File: src/verilog/an_pkg.sv
// Register map, field positions and types for the auto-negotiation controller
package an_pkg;
  localparam int         AW                = 5;
  localparam logic [4:0] REG_BASIC_CONTROL = 5'h00;
  localparam logic [4:0] REG_BASIC_STATUS  = 5'h01;
  localparam logic [4:0] REG_ADVERTISE     = 5'h04;
  localparam logic [4:0] REG_PARTNER       = 5'h05;
  localparam logic [4:0] REG_EXPANSION     = 5'h06;
  localparam logic [4:0] REG_NP_TRANSMIT   = 5'h07;
  localparam logic [4:0] REG_PHY_CONTROL   = 5'h10;

  // basic_control fields
  localparam int BC_SPD_MSB = 6;
  localparam int BC_DUPLEX  = 8;
  localparam int BC_RESTART = 9;
  localparam int BC_AN_EN   = 12;
  localparam int BC_SPD_LSB = 13;
  // basic_status fields
  localparam int BS_LINK     = 2;
  localparam int BS_AN_ABLE  = 3;
  localparam int BS_COMPLETE = 5;
  // advertisement / partner ability fields
  localparam int AD_10FD  = 6;
  localparam int AD_100HD = 7;
  localparam int AD_100FD = 8;
  localparam int AD_PAUSE = 10;
  localparam int AD_ASYM  = 11;
  localparam int AD_NP    = 15;
  localparam logic [4:0] SELECTOR_8023 = 5'h01;
  // negotiation_expansion fields
  localparam int EX_LP_ABLE  = 0;
  localparam int EX_PAGE_RX  = 1;
  localparam int EX_PD_FAULT = 4;
  // phy_control fields
  localparam int PC_FORCE_X  = 5;
  localparam int PC_AMDIX_EN = 6;
  localparam int PC_DS_EN    = 11;
  localparam int PC_DS_LSB   = 12;
  localparam int PC_DS_MSB   = 14;

  localparam logic [15:0] BC_RESET = 16'h1140;
  localparam logic [15:0] AD_RESET = 16'h01E1;
  localparam logic [15:0] NP_RESET = 16'h2001;
  localparam logic [15:0] PC_RESET = 16'h4040;
  localparam logic [1:0]  STRAP_SETTLE = 2'h2;

  typedef enum logic [1:0] {spd_10, spd_100, spd_1000} speed_type;
endpackage

File: src/verilog/autoneg_ctrl.sv
// Auto-negotiation, crossover and downshift control with its register file
`timescale 1ns/10ps
// Overview of operation
// - Bits 10 and 11 of advertisement register put pause abilities in base page.
// - Partner pause abilities land in bits 10 and 11 of partner register.
// - Pause bits go out only when a full-duplex mode is advertised.
// - Next pages are sent from the next-page transmit register.
// - 10/100 receiver link status feeds parallel detection of the technology.
// - Parallel detection sets partner bit 5 or 7 for the detected mode.
// - Parallel detection loads selector field with 00001.
// - Expansion bit 0 reads 0 after completion by parallel detection.
// - Parallel detection with no clean link sets expansion fault bit 4.
// - Losing a negotiated link restarts negotiation.
// - Writing 1 to control bit 9 restarts negotiation.
// - A restart silences transmit until break-link timer ends, then FLPs.
// - Strap-disabled negotiation cannot be enabled by a register write.
// - Cable crossing is resolved and pairs mapped before FLP exchange.
// - Auto crossover follows strap or phy_control bit 6.
// - Without auto crossover, strap or phy_control bit 5 forces mapping.
// - Crossover resolution runs in negotiated and forced speed modes.
// - Downshift falls to 100M after the set count of gigabit failures.
// - Downshift falls to 10M after further failures at 100M.
// - Downshift acts only when enabled in phy_control.
// - The highest common speed and duplex within the downshift speed ceiling wins.
module autoneg_ctrl #(
  parameter int BREAK_CYCLES   = 1000,
  parameter int ATTEMPT_CYCLES = 4000
) (
  input  wire logic              clk,
  input  wire logic              rst,
  input  wire logic [4:0]        reg_addr,
  input  wire logic [15:0]       reg_wdata,
  input  wire logic              reg_we,
  input  wire logic              reg_re,
  output logic      [15:0]       reg_rdata,
  input  wire logic              strap_an_off,
  input  wire logic              crossover_auto_off_strap,
  input  wire logic              crossover_force_strap,
  input  wire logic              rx_page_valid,
  input  wire logic [15:0]       rx_page,
  input  wire logic              lp_gig_able,
  input  wire logic              link_10_pd,
  input  wire logic              link_100_pd,
  input  wire logic              link_good,
  input  wire logic              cable_crossed,
  output logic      [15:0]       tx_page,
  output logic                   tx_flp_en,
  output logic                   tx_halt,
  output an_pkg::speed_type      speed,
  output logic                   full_duplex,
  output logic                   pair_swap_ab,
  output logic                   pair_swap_cd,
  output logic                   an_complete
);
  import an_pkg::*;

  typedef enum logic [2:0] {st_off, st_break, st_detect, st_np, st_wait, st_up} state_type;

  // ----------------------------------------
  // Registers and state
  // ----------------------------------------
  state_type   state_q, state_d;
  logic [15:0] bc_q, ad_q, lp_q, np_q, pc_q;
  logic [15:0] timer_q;
  logic [2:0]  sync1_q, sync2_q, strap_q;
  logic [1:0]  settle_q;
  logic        lp_able_q, page_rx_q, pd_fault_q, pd_done_q, mdix_q;
  speed_type   spd_q, cap;
  logic        fd_q;

  // ----------------------------------------
  // Decode
  // ----------------------------------------
  wire cap_now   = settle_q == STRAP_SETTLE;
  wire an_off_st = cap_now ? sync2_q[0] : strap_q[0];
  wire wr_bc     = reg_we && reg_addr == REG_BASIC_CONTROL;
  wire wr_ad     = reg_we && reg_addr == REG_ADVERTISE;
  wire wr_np     = reg_we && reg_addr == REG_NP_TRANSMIT;
  wire wr_pc     = reg_we && reg_addr == REG_PHY_CONTROL;
  wire rd_ex     = reg_re && reg_addr == REG_EXPANSION;
  wire an_en     = bc_q[BC_AN_EN];
  wire restart   = wr_bc && reg_wdata[BC_RESTART] && an_en;
  wire in_detect = state_q == st_detect;
  wire page_in   = in_detect && rx_page_valid;
  wire np_both   = ad_q[AD_NP] && rx_page[AD_NP];
  wire np_last   = !np_q[AD_NP] && !rx_page[AD_NP];
  wire pd_one    = link_10_pd ^ link_100_pd;
  wire pd_ok     = in_detect && !rx_page_valid && pd_one;
  wire pd_bad    = in_detect && !rx_page_valid && link_10_pd && link_100_pd;
  wire ad_fd     = ad_q[AD_10FD] || ad_q[AD_100FD];
  wire timer_end = timer_q == (state_q == st_break ? 16'(BREAK_CYCLES - 1)
                                                   : 16'(ATTEMPT_CYCLES - 1));
  wire break_end = state_q == st_break && timer_end;
  wire try_fail  = state_q == st_wait && !link_good && timer_end;
  wire try_ok    = state_q == st_wait && link_good;
  wire resolve   = (page_in && !np_both) ||
                   (state_q == st_np && rx_page_valid && np_last);
  wire [15:0] lp_src = in_detect ? rx_page : lp_q;
  wire [15:0] common = ad_q & lp_src;
  wire go_gig    = lp_gig_able && cap == spd_1000;
  wire go_100    = (common[AD_100FD] || common[AD_100HD]) && cap != spd_10;
  wire [15:0] pd_page = {8'h00, link_100_pd, 1'b0, link_10_pd, SELECTOR_8023};
  wire [15:0] ad_tx   = ad_fd ? ad_q : (ad_q & ~(16'h0001 << AD_PAUSE)
                                             & ~(16'h0001 << AD_ASYM));
  wire auto_x    = pc_q[PC_AMDIX_EN];
  wire [1:0] bc_spd = {bc_q[BC_SPD_MSB], bc_q[BC_SPD_LSB]};

  // ----------------------------------------
  // Strap capture after reset release
  // ----------------------------------------
  always_ff @(posedge clk or posedge rst) begin
    if (rst) begin
      sync1_q  <= 3'h0;
      sync2_q  <= 3'h0;
      strap_q  <= 3'h0;
      settle_q <= 2'h0;
    end else begin
      sync1_q <= {crossover_force_strap, crossover_auto_off_strap, strap_an_off};
      sync2_q <= sync1_q;
      if (settle_q != STRAP_SETTLE + 2'h1) begin
        settle_q <= settle_q + 2'h1;
      end
      if (cap_now) begin
        strap_q <= sync2_q;
      end
    end
  end

  // ----------------------------------------
  // Software registers
  // ----------------------------------------
  always_ff @(posedge clk or posedge rst) begin
    if (rst) begin
      bc_q <= BC_RESET;
      ad_q <= AD_RESET;
      np_q <= NP_RESET;
      pc_q <= PC_RESET;
    end else begin
      if (wr_bc) begin
        bc_q <= reg_wdata & ~(16'h0001 << BC_RESTART);
      end
      if (an_off_st) begin
        bc_q[BC_AN_EN] <= 1'b0;
      end
      if (wr_ad) begin
        ad_q <= reg_wdata;
      end
      if (wr_np) begin
        np_q <= reg_wdata;
      end
      if (wr_pc) begin
        pc_q <= reg_wdata;
      end else if (cap_now) begin
        pc_q[PC_AMDIX_EN] <= !sync2_q[1];
        pc_q[PC_FORCE_X]  <= sync2_q[2];
      end
    end
  end

  // ----------------------------------------
  // Negotiation sequencer
  // ----------------------------------------
  always_comb begin
    state_d = state_q;
    unique case (state_q)
      st_off:    if (an_en) state_d = st_break;
      st_break:  if (timer_end) state_d = st_detect;
      st_detect: begin
        if (rx_page_valid) begin
          state_d = np_both ? st_np : st_wait;
        end else if (pd_one) begin
          state_d = st_up;
        end
      end
      st_np:     if (rx_page_valid && np_last) state_d = st_wait;
      st_wait: begin
        if (link_good) begin
          state_d = st_up;
        end else if (timer_end) begin
          state_d = st_break;
        end
      end
      st_up:     if (!link_good) state_d = st_break;
    endcase
    if (!an_en) begin
      state_d = st_off;
    end else if (restart) begin
      state_d = st_break;
    end
  end

  always_ff @(posedge clk or posedge rst) begin
    if (rst) begin
      state_q <= st_off;
      timer_q <= 16'h0000;
    end else begin
      state_q <= state_d;
      timer_q <= (state_d != state_q) ? 16'h0000 : timer_q + 16'h0001;
    end
  end

  // ----------------------------------------
  // Partner page and expansion flags
  // ----------------------------------------
  always_ff @(posedge clk or posedge rst) begin
    if (rst) begin
      lp_q       <= 16'h0000;
      lp_able_q  <= 1'b0;
      page_rx_q  <= 1'b0;
      pd_fault_q <= 1'b0;
      pd_done_q  <= 1'b0;
    end else begin
      if (page_in) begin
        lp_q      <= rx_page;
        lp_able_q <= 1'b1;
      end else if (pd_ok) begin
        lp_q      <= pd_page;
        pd_done_q <= 1'b1;
      end else if (state_q == st_off || break_end) begin
        lp_able_q <= 1'b0;
        pd_done_q <= 1'b0;
      end
      page_rx_q  <= rx_page_valid || (page_rx_q && !rd_ex);
      pd_fault_q <= pd_bad || (pd_fault_q && !rd_ex);
    end
  end

  // ----------------------------------------
  // Resolution and crossover
  // ----------------------------------------
  always_ff @(posedge clk or posedge rst) begin
    if (rst) begin
      spd_q  <= spd_10;
      fd_q   <= 1'b0;
      mdix_q <= 1'b0;
    end else begin
      if (resolve) begin
        spd_q <= go_gig ? spd_1000 : (go_100 ? spd_100 : spd_10);
        fd_q  <= go_gig || (go_100 ? common[AD_100FD] : common[AD_10FD]);
      end else if (pd_ok) begin
        spd_q <= link_100_pd ? spd_100 : spd_10;
        fd_q  <= 1'b0;
      end else if (state_q == st_off) begin
        spd_q <= bc_spd == 2'h2 ? spd_1000 : (bc_spd == 2'h1 ? spd_100 : spd_10);
        fd_q  <= bc_q[BC_DUPLEX];
      end
      if (break_end || state_q == st_off) begin
        mdix_q <= cable_crossed;
      end
    end
  end

  downshift_ctrl u_downshift (
    .clk          (clk),
    .rst          (rst),
    .enable       (pc_q[PC_DS_EN]),
    .limit        (pc_q[PC_DS_MSB:PC_DS_LSB]),
    .attempt_fail (try_fail),
    .attempt_ok   (try_ok),
    .tried        (spd_q),
    .cap          (cap)
  );

  // ----------------------------------------
  // Outputs and register read
  // ----------------------------------------
  wire [15:0] bs_val = {10'h000, an_complete, 1'b0, 1'b1, state_q == st_up, 2'h0};
  wire [15:0] ex_val = {11'h000, pd_fault_q, 2'h0, page_rx_q, lp_able_q};
  wire [15:0] rd_mux =
    reg_addr == REG_BASIC_CONTROL ? bc_q :
    reg_addr == REG_BASIC_STATUS  ? bs_val :
    reg_addr == REG_ADVERTISE     ? ad_q :
    reg_addr == REG_PARTNER       ? lp_q :
    reg_addr == REG_EXPANSION     ? ex_val :
    reg_addr == REG_NP_TRANSMIT   ? np_q :
    reg_addr == REG_PHY_CONTROL   ? pc_q : 16'h0000;

  always_ff @(posedge clk or posedge rst) begin
    if (rst) begin
      reg_rdata <= 16'h0000;
      tx_page   <= 16'h0000;
    end else begin
      if (reg_re) begin
        reg_rdata <= rd_mux;
      end
      tx_page <= (state_d == st_np) ? np_q : ad_tx;
    end
  end

  assign tx_flp_en    = in_detect || state_q == st_np;
  assign tx_halt      = state_q == st_break;
  assign speed        = spd_q;
  assign full_duplex  = fd_q;
  assign an_complete  = state_q == st_wait || state_q == st_up;
  assign pair_swap_ab = auto_x ? mdix_q : pc_q[PC_FORCE_X];
  assign pair_swap_cd = pair_swap_ab && spd_q == spd_1000;
endmodule

File: src/verilog/downshift_ctrl.sv
// Failed-attempt counter and speed ceiling for link downshift
`timescale 1ns/10ps
module downshift_ctrl (
  input  wire logic              clk,
  input  wire logic              rst,
  input  wire logic              enable,
  input  wire logic [2:0]        limit,
  input  wire logic              attempt_fail,
  input  wire logic              attempt_ok,
  input  wire an_pkg::speed_type tried,
  output an_pkg::speed_type      cap
);
  import an_pkg::*;

  logic [2:0] fails_q;
  speed_type  cap_q;
  wire        hit = ({1'b0, fails_q} + 4'h1) >= {1'b0, limit};

  assign cap = cap_q;

  always_ff @(posedge clk or posedge rst) begin
    if (rst) begin
      fails_q <= 3'h0;
      cap_q   <= spd_1000;
    end else if (!enable) begin
      fails_q <= 3'h0;
      cap_q   <= spd_1000;
    end else if (attempt_ok) begin
      fails_q <= 3'h0;
    end else if (attempt_fail) begin
      if (hit) begin
        fails_q <= 3'h0;
        if (tried == spd_1000) begin
          cap_q <= spd_100;
        end else if (tried == spd_100) begin
          cap_q <= spd_10;
        end
      end else begin
        fails_q <= fails_q + 3'h1;
      end
    end
  end
endmodule

File: config.mk
export PLATFORM = sky130hd
export DESIGN_NAME = autoneg_ctrl
export DESIGN_NICKNAME = d
export VERILOG_FILES = /design/src/verilog/an_pkg.sv /design/src/verilog/autoneg_ctrl.sv /design/src/verilog/downshift_ctrl.sv
export SDC_FILE = /design/constraint.sdc
export NUM_CORES = 1
export LEC_CHECK = 0
export ABC_AREA = 1
export BUFFER_PORTS_ARGS = -buffer_cell sky130_fd_sc_hd__buf_2
export CAP_MARGIN = 20
export CORE_MARGIN = 2
export CORE_UTILIZATION = 52
export DETAILED_ROUTE_END_ITERATION = 8
export PLACE_DENSITY_LB_ADDON = 0.05
export SETUP_SLACK_MARGIN = 0.5
export SYNTH_ARGS = -nofsm -noshare
export SYNTH_HDL_FRONTEND = slang
export SYNTH_SLANG_ARGS = --single-unit
File: constraint.sdc
create_clock -name clk -period 4.7 [get_ports clk]
set_input_delay 0.705 -clock clk [delete_from_list [all_inputs] [get_ports clk]]
set_output_delay 0.705 -clock clk [all_outputs]
set_load 0.01 [all_outputs]
==> reports/metrics.csv, run 1 <==
metric;value;unit
run_status;completed;
dp.final_hpwl;13200;µm
seq_area_frac_synth;0.550;
die-width;119;µm
fmax;366;MHz
clk_pin_slew_worst_paths;0.06;ns
clk_root_buffer_cell;sky130_fd_sc_hd__clkbuf_16;
detailedRoute.firstPassIterationCount;6;
ys_async_sr_fraction;1.00;
ys.flop_type;sky130_fd_sc_hd__dfrtp_1;
detail_route.wirelength;18700;µm
synth_edf_count;0;
final_layout_size_suffix_gt1_frac;0.177;
cts_setup_buffers;0;
port-buffer-count;89;
synth_cell_type_count;40;
postLayoutCoreUtil;0.623;
synth_area;6900;µm²
critPathKind;reg2reg;
area_delta_synth_final;18.2;%
antenna_violating_nets_post_route;0;
clkSinkCount;151;
final.setup.tns;0;ns
critPathMaxFanout;22;
drtIter0Drc;708;
die-height;119;µm
critPathBufInv;1;
min_from;sync1_q[0];
cts_resized;0;
r2r_start;timer_q[0];
placement.cell_area;7510;µm²
max_slew_margin;0.334;
finClkSkew;0.0111;ns
path_cells;ha_1, nand2_1, inv_1, nand3_1, nor2_1, nand3_1, nand2_1, nand2_1, nand2_1, nand2_1, nor2_2, o21ai_0;
setup.worst_path.start;timer_q[0];
vias;5967;
cts.path.max_buffers;2;
cpLargestDelayFamily;simple AND/OR/NAND/NOR gates;
timing.final.crit_period;2.73;ns
worst-endpoint-arrival;3.00;ns
slew_viol_final;0;
crit_path_start_kind;flip-flop;
ys_warn_count;0;
start_util;0.527;
syn_avg_cell_area;8.48;µm²
syn-num-nets;870;
synth_seq_cells;151;
grt-ovfl-total;0;
place.gp.congestion;0.936;
worstHoldPathType;reg2reg;
worst_ir_drop_vdd;0.000300;V
nNetsFinal;958;
timing.final.hold_violations;0;
cts_tree;yes;
drt-vias-per-instance;5.47;
timing.critical_path.to_type;flip-flop;
p_per_area;438;nW/µm²
global_route.usage.total;0.275;
grt_pass1_vias;5705;
critPathMaxStageDelay;0.81;ns
critical-path-slowest-cell;sky130_fd_sc_hd__nor2_2;
worstPathRequired;4.97;ns
clkLatencyLatePin;0.43;ns
grt_pass1_wl;29700;µm
routed_wire_length_per_instance;17.1;µm
crit_path_frequent_cell;sky130_fd_sc_hd__nand2_1;
post-route-period-util;0.581;
fill_cells;1159;
cell_count_after_synthesis;813;
cts_inserted_buffers;17;
antenna_found_initial;0;
drt_drc_violations_left;0;
grt_max_degree;114;
design.portCount;90;
dieArea;14200;µm²
number_of_hold_buffers_added_after_cts;0;
power.leakage;4.11;nW
setup_repair_after_global_routing_missed_its_margin;false;
cap_violations;0;
setup_viol;0;
fp.coreArea;13100;µm²
row_count;42;
timing_worst_slew_pin_value;0.997;ns
post-route-cell-area;8150;µm²
cts_max_level;4;
num_antenna_cells;0;
synthesized netlist by cell type, drive strengths merged, types with 7 or more instances:
cell    instances  share of area
nand3          35          0.027
o21ai         119          0.086
ha              7          0.013
dfrtp         138           0.50
nor2           73          0.045
a22oi          12          0.013
inv            93          0.051
nand2         206           0.11
clkbuf         23          0.013
dfstp          13          0.050
a21oi          37          0.027
xor2            8          0.010
flip-flops by register name, summed over array words and instances, names as in the netlist, 15 cells and up:
register,count
ad_q,16
lp_q,16
np_q,16
pc_q,16
reg_rdata,16
timer_q,16
tx_page,16
bc_q,15
kinds of logic after synthesis:
family,after synthesis,share of synthesized area
muxes,1,0.00163
and+or+nand+nor,327,0.196
DFF,151,0.550
adders and majority gates,7,0.0127
xor gates and xnor gates,10,0.0127
buffers and inverters,120,0.0669
AOI/OAI and AO/OA,197,0.159
final timing paths:
path,endpoint,slack (ns),depth (start not counted)
max,tx_page[10],1.97,12
min,sync2_q[0],0.34,0
max reg2reg,tx_page[10],1.97,12
min reg2reg,sync2_q[0],0.34,0
max in group asynchronous,np_q[4],3.19,3
min in group asynchronous,sync2_q[1],0.44,2
metrics by stage:
stage | std cells | worst slack (ns) | hold WS [ns] | power [mW]
after global routing | 1090 | 1.68 | 0.351 | 3.74
final | 1090 | 1.97 | 0.342 | 3.57
after floorplan | 813 | 2.10 | 0.331 | 1.96
after global placement | 1057 | 1.71 | 0.333 | 2.13
after CTS | 1089 | 1.99 | 0.349 | 3.59
after detailed placement | 1057 | 1.61 | 0.336 | 2.16
cell type report:
| cell class | count | area, µm² | area share |
|---|---|---|---|
| Multi-Input combinational cell | 542 | 2640 | 0.324 |
| Clock buffer | 22 | 484 | 0.0594 |
| Timing Repair Buffer | 96 | 518 | 0.0635 |
| Tap cell | 176 | 220 | 0.0270 |
| Sequential cell | 151 | 3790 | 0.466 |
| Clock inverter | 10 | 141 | 0.0173 |
| Inverter | 93 | 353 | 0.0433 |
metal layers:
metal / part of all wire / global-route usage / wire length [µm]
met5: 0 / 0 / 0
met4: 0.017 / 0.0923 / 313
met3: 0.079 / 0.0594 / 1470
met2: 0.46 / 0.411 / 8540
met1: 0.45 / 0.400 / 8360
where the power goes:
part           leakage, nW  internal [mW]  total, mW  switching [mW]
clock                0.303          0.894       1.43           0.535
sequential            1.89           1.51       1.66           0.154
combinational         1.92          0.196      0.482           0.286
total                 4.11           2.60       3.57           0.976
layout by cell type (no fill, tap or decap), types with 2 or more instances in the layout:
cell	count
sky130_fd_sc_hd__a21o_1	2
sky130_fd_sc_hd__o21ai_0	115
sky130_fd_sc_hd__buf_2	89
sky130_fd_sc_hd__ha_1	7
sky130_fd_sc_hd__a21oi_1	37
sky130_fd_sc_hd__inv_1	89
sky130_fd_sc_hd__clkinv_2	2
sky130_fd_sc_hd__nand3b_1	2
sky130_fd_sc_hd__clkbuf_16	17
sky130_fd_sc_hd__xnor2_1	2
sky130_fd_sc_hd__nand3_1	33
sky130_fd_sc_hd__clkinvlp_4	3
sky130_fd_sc_hd__xor2_1	8
sky130_fd_sc_hd__a211oi_1	2
sky130_fd_sc_hd__clkbuf_8	4
sky130_fd_sc_hd__inv_6	2
sky130_fd_sc_hd__bufinv_16	3
sky130_fd_sc_hd__nor2_2	12
sky130_fd_sc_hd__nand2_1	205
sky130_fd_sc_hd__dfrtp_1	138
sky130_fd_sc_hd__o221ai_1	5
sky130_fd_sc_hd__nor2_1	60
sky130_fd_sc_hd__a22o_1	4
sky130_fd_sc_hd__a31oi_1	5
sky130_fd_sc_hd__nor3_1	4
sky130_fd_sc_hd__o211ai_1	5
sky130_fd_sc_hd__o21ai_1	4
sky130_fd_sc_hd__buf_4	5
sky130_fd_sc_hd__a22oi_1	12
sky130_fd_sc_hd__dfstp_2	13
sky130_fd_sc_hd__nand4_1	4
sky130_fd_sc_hd__nand3_2	2
sky130_fd_sc_hd__inv_2	3
worst register-to-register path: stages, from the launching register on:
cell and delay, ns:
sky130_fd_sc_hd__dfrtp_1 0.37, sky130_fd_sc_hd__ha_1 0.19, sky130_fd_sc_hd__nand2_1 0.08, sky130_fd_sc_hd__inv_1 0.08, sky130_fd_sc_hd__nand3_1 0.07, sky130_fd_sc_hd__nor2_1 0.18, sky130_fd_sc_hd__nand3_1 0.14, sky130_fd_sc_hd__nand2_1 0.08
sky130_fd_sc_hd__nand2_1 0.06, sky130_fd_sc_hd__nand2_1 0.10, sky130_fd_sc_hd__nand2_1 0.23, sky130_fd_sc_hd__nor2_2 0.81, sky130_fd_sc_hd__o21ai_0 0.18
No activity file was read; power rests on OpenSTA's default activity.
==> run 2, diff against run 1 <==
clock period = 2.5 ns   (was 4.7 ns; I/O delays follow)
==> run 2 against run 1 <==
  * Non-clock buffer count rose by 18
  * Power grew 91%
  * Setup slack lost 1.5 ns
  * Highest routed layer unchanged
  * First-iteration DRC count down 12%
  * Global-route usage rose by 0.60 points
  * Core utilization grew 2.8 points
==> reports/metrics.csv, run 2 (synthesized netlist as in run 1, its figures left out) <==
metric;value;unit
run_status;completed;
setup_repair_after_global_routing_missed_its_margin;true;
power.leakage;4.24;nW
drtIter0Drc;625;
routed_wire_length_per_instance;17.6;µm
worstHoldPathType;in2reg;
power.switching_fraction;0.276;
final.setup.tns;0;ns
worst-endpoint-arrival;2.42;ns
p_per_area;800;nW/µm²
vias;6240;
setup_viol;0;
post-route-period-util;0.825;
detail_route.wirelength;19500;µm
area_delta_synth_final;23.5;%
cts_max_level;4;
reg2regPathDepth;11;
design.portCount;90;
drt_drc_violations_left;0;
slew_viol_final;0;
grt-ovfl-total;0;
cts_inserted_buffers;17;
internal_power;4.93;mW
cell_count_final_fillers_out;1109;
holdWs;0.0601;ns
share_comb_of_total_power;0.144;
clk_root_buffer_cell;sky130_fd_sc_hd__clkbuf_16;
critPathKind;reg2reg;
fill_cells;1094;
cap_violations;0;
fp.coreArea;13100;µm²
cts_tree;yes;
post-route-cell-area;8520;µm²
clkSinkCount;151;
most-common-layout-cells;sky130_fd_sc_hd__nand2_1, sky130_fd_sc_hd__dfrtp_1, sky130_fd_sc_hd__o21ai_0;
layout.cells.most_common;sky130_fd_sc_hd__nand2_1;
grt_pass1_wl;30400;µm
start_util;0.527;
number_of_hold_buffers_added_after_cts;0;
timing.final.crit_period;2.06;ns
grt_pass1_vias;5810;
final_layout_size_suffix_gt1_frac;0.237;
grt_max_degree;152;
pwr_total;6.81;mW
nNetsFinal;977;
clkLatencyLatePin;0.42;ns
detailedRoute.firstPassIterationCount;5;
crit_path_start_kind;flip-flop;
row_count;42;
cts.path.max_buffers;2;
critPathMaxFanout;5;
die-width;119;µm
placedCellCount;1068;
worstPathRequired;2.86;ns
finClkSkew;0.00655;ns
power_frac_seq;0.460;
antenna_violating_nets_post_route;0;
clk_pin_slew_worst_paths;0.06;ns
port-buffer-count;89;
placement.cell_area;7590;µm²
switching_power;1.88;mW
global_route.usage.total;0.281;
place.gp.congestion;0.912;
dieArea;14200;µm²
max_slew_margin;0.449;
num_antenna_cells;0;
timing_worst_slew_pin_value;0.826;ns
timing.final.hold_violations;0;
fmax;485;MHz
drt-vias-per-instance;5.63;
clock_power_share;0.396;
worst_ir_drop_vdd;0.000599;V
die-height;119;µm
antenna_found_initial;0;
timing.critical_path.to_type;flip-flop;
dp.final_hpwl;12900;µm
hold_path_depth;1;
run 2: changes by cell type in the layout (fill, tap and decap cells not counted), sizes merged:
cell,change
buf,+16
clkbuf,-1
inv,-1
clkinv,+3
nand3,+1
bufinv,+1
run 2: critical path, cell delays in order, from the launching register on:
cell and delay, ns:
sky130_fd_sc_hd__dfstp_2 0.62, sky130_fd_sc_hd__nand4_1 0.20, sky130_fd_sc_hd__nor2_2 0.25, sky130_fd_sc_hd__nor2_1 0.06
sky130_fd_sc_hd__nand2_1 0.05, sky130_fd_sc_hd__nor2_1 0.04, sky130_fd_sc_hd__nand2_2 0.11, sky130_fd_sc_hd__nand2_4 0.07
sky130_fd_sc_hd__nor2_4 0.26, sky130_fd_sc_hd__clkbuf_16 0.22, sky130_fd_sc_hd__nand2_2 0.05, sky130_fd_sc_hd__nand2_2 0.06
run 2: what timing repair did:
| action | CTS | global route |
|---|---|---|
| gates resized for setup | 11 | 50 |
| endpoints found under the setup margin | 34 | 37 |
| pin swaps | 2 | 10 |
| buffers inserted | 0 | 5 |
| gates cloned | 1 | 3 |
| endpoints found under the hold margin | 0 | 0 |
run 2: final timing paths:
path	startpoint	endpoint	slack (ns)
worst max-delay path	bc_q[12]	tx_page[5]	0.44
worst min-delay path	strap_an_off	sync1_q[0]	0.06
worst max register to register	bc_q[12]	tx_page[5]	0.44
worst min register to register	sync1_q[2]	sync2_q[2]	0.34
max in group asynchronous	rst	state_q[0]	1.68
min in group asynchronous	rst	timer_q[11]	0.17
run 2: stage by stage:
stage / utilization / setup slack [ns]
2_1_floorplan: - / 0.233
3_3_place_gp: 0.580 / 0.350
3_5_place_dp: 0.580 / 0.277
4_1_cts: 0.631 / 0.511
5_1_grt: 0.651 / 0.340
6_report: 0.651 / 0.438
run 2: power by group through the flow:
stage	combinational, mW	sequential [mW]	clock, mW
after CTS	0.917	3.10	2.72
after floorplan	0.595	3.09	0
after global routing	1.13	3.17	2.83
final	0.978	3.14	2.70
after global placement	0.871	3.12	0
after detailed placement	0.906	3.14	0
run 2: area by class of cell:
cell class	count	area (µm²)	share of cell area
clock buffer	19	443	0.0520
multi-input combinational	543	2820	0.331
sequential	151	3800	0.446
clock inverter	13	178	0.0209
timing repair buffer	114	704	0.0827
inverter	93	355	0.0417
tap	176	220	0.0259
run 2: per-layer routing:
layer,vias up,share of wire,GRT usage
met4,0,0.017,0.0818
met1,3028,0.44,0.411
li1,2875,-,-
met5,-,0,0
met2,308,0.46,0.428
met3,29,0.081,0.0546
==> run 3, diff against run 2 <==
CORE_UTILIZATION = 58   (was 52)
clock period = 2 ns   (was 2.5 ns; I/O delays follow)
==> run 3 against run 2 <==
  * The run now ends with design-rule violations left
  * Final cell count up 1.4%
  * Combinational power up 68%
  * Sequential power up 25%
  * Core utilization up 16 points
  * Routed wire length up 11%
  * Register-to-register slack worse by 0.41 ns
  * Worst hold slack better by 0.029 ns
  * Global-route usage up 4.2 points
  * Largest cell class unchanged
  * Highest routed layer unchanged
==> reports/metrics.csv, run 3 (synthesized netlist as in run 1, its figures left out) <==
metric;value;unit
run_status;complete, but fails checks;
setup_repair_after_global_routing_missed_its_margin;true;
port-buffer-count;89;
antenna_found_initial;0;
routed_wire_length_per_instance;19.3;µm
critical-path-slowest-cell;sky130_fd_sc_hd__dfrtp_2;
holdWs;0.0894;ns
power.leakage;4.60;nW
worst-endpoint-arrival;2.35;ns
layout.cells.most_common;sky130_fd_sc_hd__nand2_1;
clk_root_buffer_cell;sky130_fd_sc_hd__clkbuf_16;
die-width;113;µm
worst_ir_drop_vdd;0.000733;V
cpLargestDelayFamily;simple AND/OR/NAND/NOR gates;
worstPathRequired;2.38;ns
setup.worst_path.start;state_q[1];
timing_worst_slew_pin_value;0.601;ns
critPathBufInv;3;
worstHoldPathType;in2reg;
pwr_total;9.07;mW
postLayoutCoreUtil;0.808;
vias;6545;
failed_checks;design-rule violations;
cts_inserted_buffers;17;
grt-ovfl-total;0;
critPathKind;reg2reg;
crit_path_start_kind;flip-flop;
final_critical_path_setup_slack;0.0243;ns
place.gp.congestion;0.886;
fp.coreArea;11500;µm²
antenna_violating_nets_post_route;0;
path_cells;inv_4, nand3_2, o21ai_2, or2_1, nor2_4, nand2_4, buf_12, nor2_4, clkbuf_16, nand2_1, nand2_1;
dp.final_hpwl;13300;µm
critPathMaxFanout;11;
slew_viol_final;0;
critPathMaxStageDelay;0.49;ns
area_delta_synth_final;35.0;%
timing.final.hold_violations;0;
cap_violations;0;
globalRouteMet2Util;0.503;
grt_pass1_vias;6079;
drt_drc_violations_left;5;
clkSinkCount;151;
most-common-layout-cells;sky130_fd_sc_hd__nand2_1, sky130_fd_sc_hd__dfrtp_1, sky130_fd_sc_hd__o21ai_0;
timing.critical_path.to_type;flip-flop;
post-route-period-util;0.988;
timing.final.crit_period;1.98;ns
clk_pin_slew_worst_paths;0.06;ns
grt_pass1_wl;31400;µm
fmax;506;MHz
nNetsFinal;1025;
start_util;0.599;
detail_route.wirelength;21700;µm
grt_max_degree;67;
drtIter0Drc;950;
finClkSkew;0.0101;ns
num_antenna_cells;0;
design.portCount;90;
row_count;39;
cts_max_level;4;
cts.path.max_buffers;2;
final.setup.tns;0;ns
dieArea;12800;µm²
p_per_area;974;nW/µm²
final_layout_size_suffix_gt1_frac;0.327;
setup_viol;0;
globalRouteMet3Util;0.0616;
cts_tree;yes;
die-height;113;µm
r2r_start;state_q[1];
reg2regPathDepth;11;
drt-vias-per-instance;5.82;
clkLatencyLatePin;0.43;ns
gr-max-usage-layer;met2;
global_route.usage.total;0.323;
worstSetupEndpoint;tx_page[1];
critical_path_cell_count;11;
rrSetupSlack;0.02;ns
detailedPlace.worstSlack;0.0783;ns
detailedRoute.firstPassIterationCount;8;
global_route.usage.met1;0.450;
critical_path.reg2reg.endpoint;tx_page[1];
max_slew_margin;0.599;
run 3: cell count changes in the layout (fill, tap and decap cells not counted), sizes merged:
cell,previous run,this run
clkbuf,21,22
buf,112,155
inv,93,95
clkinvlp,3,2
nand3,36,35
dlygate4sd3,0,4
run 3: power by group:
| part | switching, mW | internal [mW] |
|---|---|---|
| combinational | 0.902 | 0.736 |
| clock | 1.32 | 2.17 |
| sequential | 0.407 | 3.54 |
run 3: cell type report:
| class | instances | area, µm² |
|---|---|---|
| Sequential cell | 151 | 3800 |
| Multi-Input combinational cell | 542 | 3090 |
| Fill cell | 734 | 2210 |
| Timing Repair Buffer | 162 | 1220 |
| Clock buffer | 19 | 453 |
| Inverter | 93 | 383 |
| Clock inverter | 13 | 190 |
| Tap cell | 143 | 179 |
| Timing Repair inverter | 1 | 6.26 |
run 3: how the worst min path moves through the flow:
stage                 from         end  depth (start not counted)
2_1_floorplan   sync1_q[0]  sync2_q[0]                          0
3_3_place_gp           rst  tx_page[6]                          2
3_5_place_dp           rst  tx_page[6]                          2
4_1_cts        rx_page[14]    lp_q[14]                          3
5_1_grt         rx_page[4]     lp_q[4]                          3
6_report       rx_page[10]    lp_q[10]                          3
run 3: worst min-delay path, delay by kind of cell:
| kind | cells | cell delay (ns) |
|---|---|---|
| AOI/OAI and AO/OA | 1 | 0.05 |
| buffers and inverters | 1 | 0.07 |
| and+or+nand+nor | 1 | 0.06 |
run 3: what timing repair did:
action | 4_1_cts | 5_1_grt
endpoints found under the hold margin | 14 | 0
gates resized for setup | 43 | 105
setup buffers | 21 | 15
cloned | 0 | 4
hold buffers | 4 | 0
setup endpoints to repair | 65 | 65
pin swaps | 10 | 24
run 3: per-stage QoR:
stage | std cells | instance area (µm²)
floorplan | 813 | 6960
global placement | 1048 | 7740
detailed placement | 1048 | 7740
CTS | 1105 | 8720
global route | 1124 | 9310
finish | 1124 | 9310
run 3: routing by layer:
metal | vias to the layer above | wire (µm)
met3 | 49 | 1890
met4 | 0 | 608
met2 | 382 | 10400
met1 | 3155 | 8790
met5 | - | 0
li1 | 2959 | -
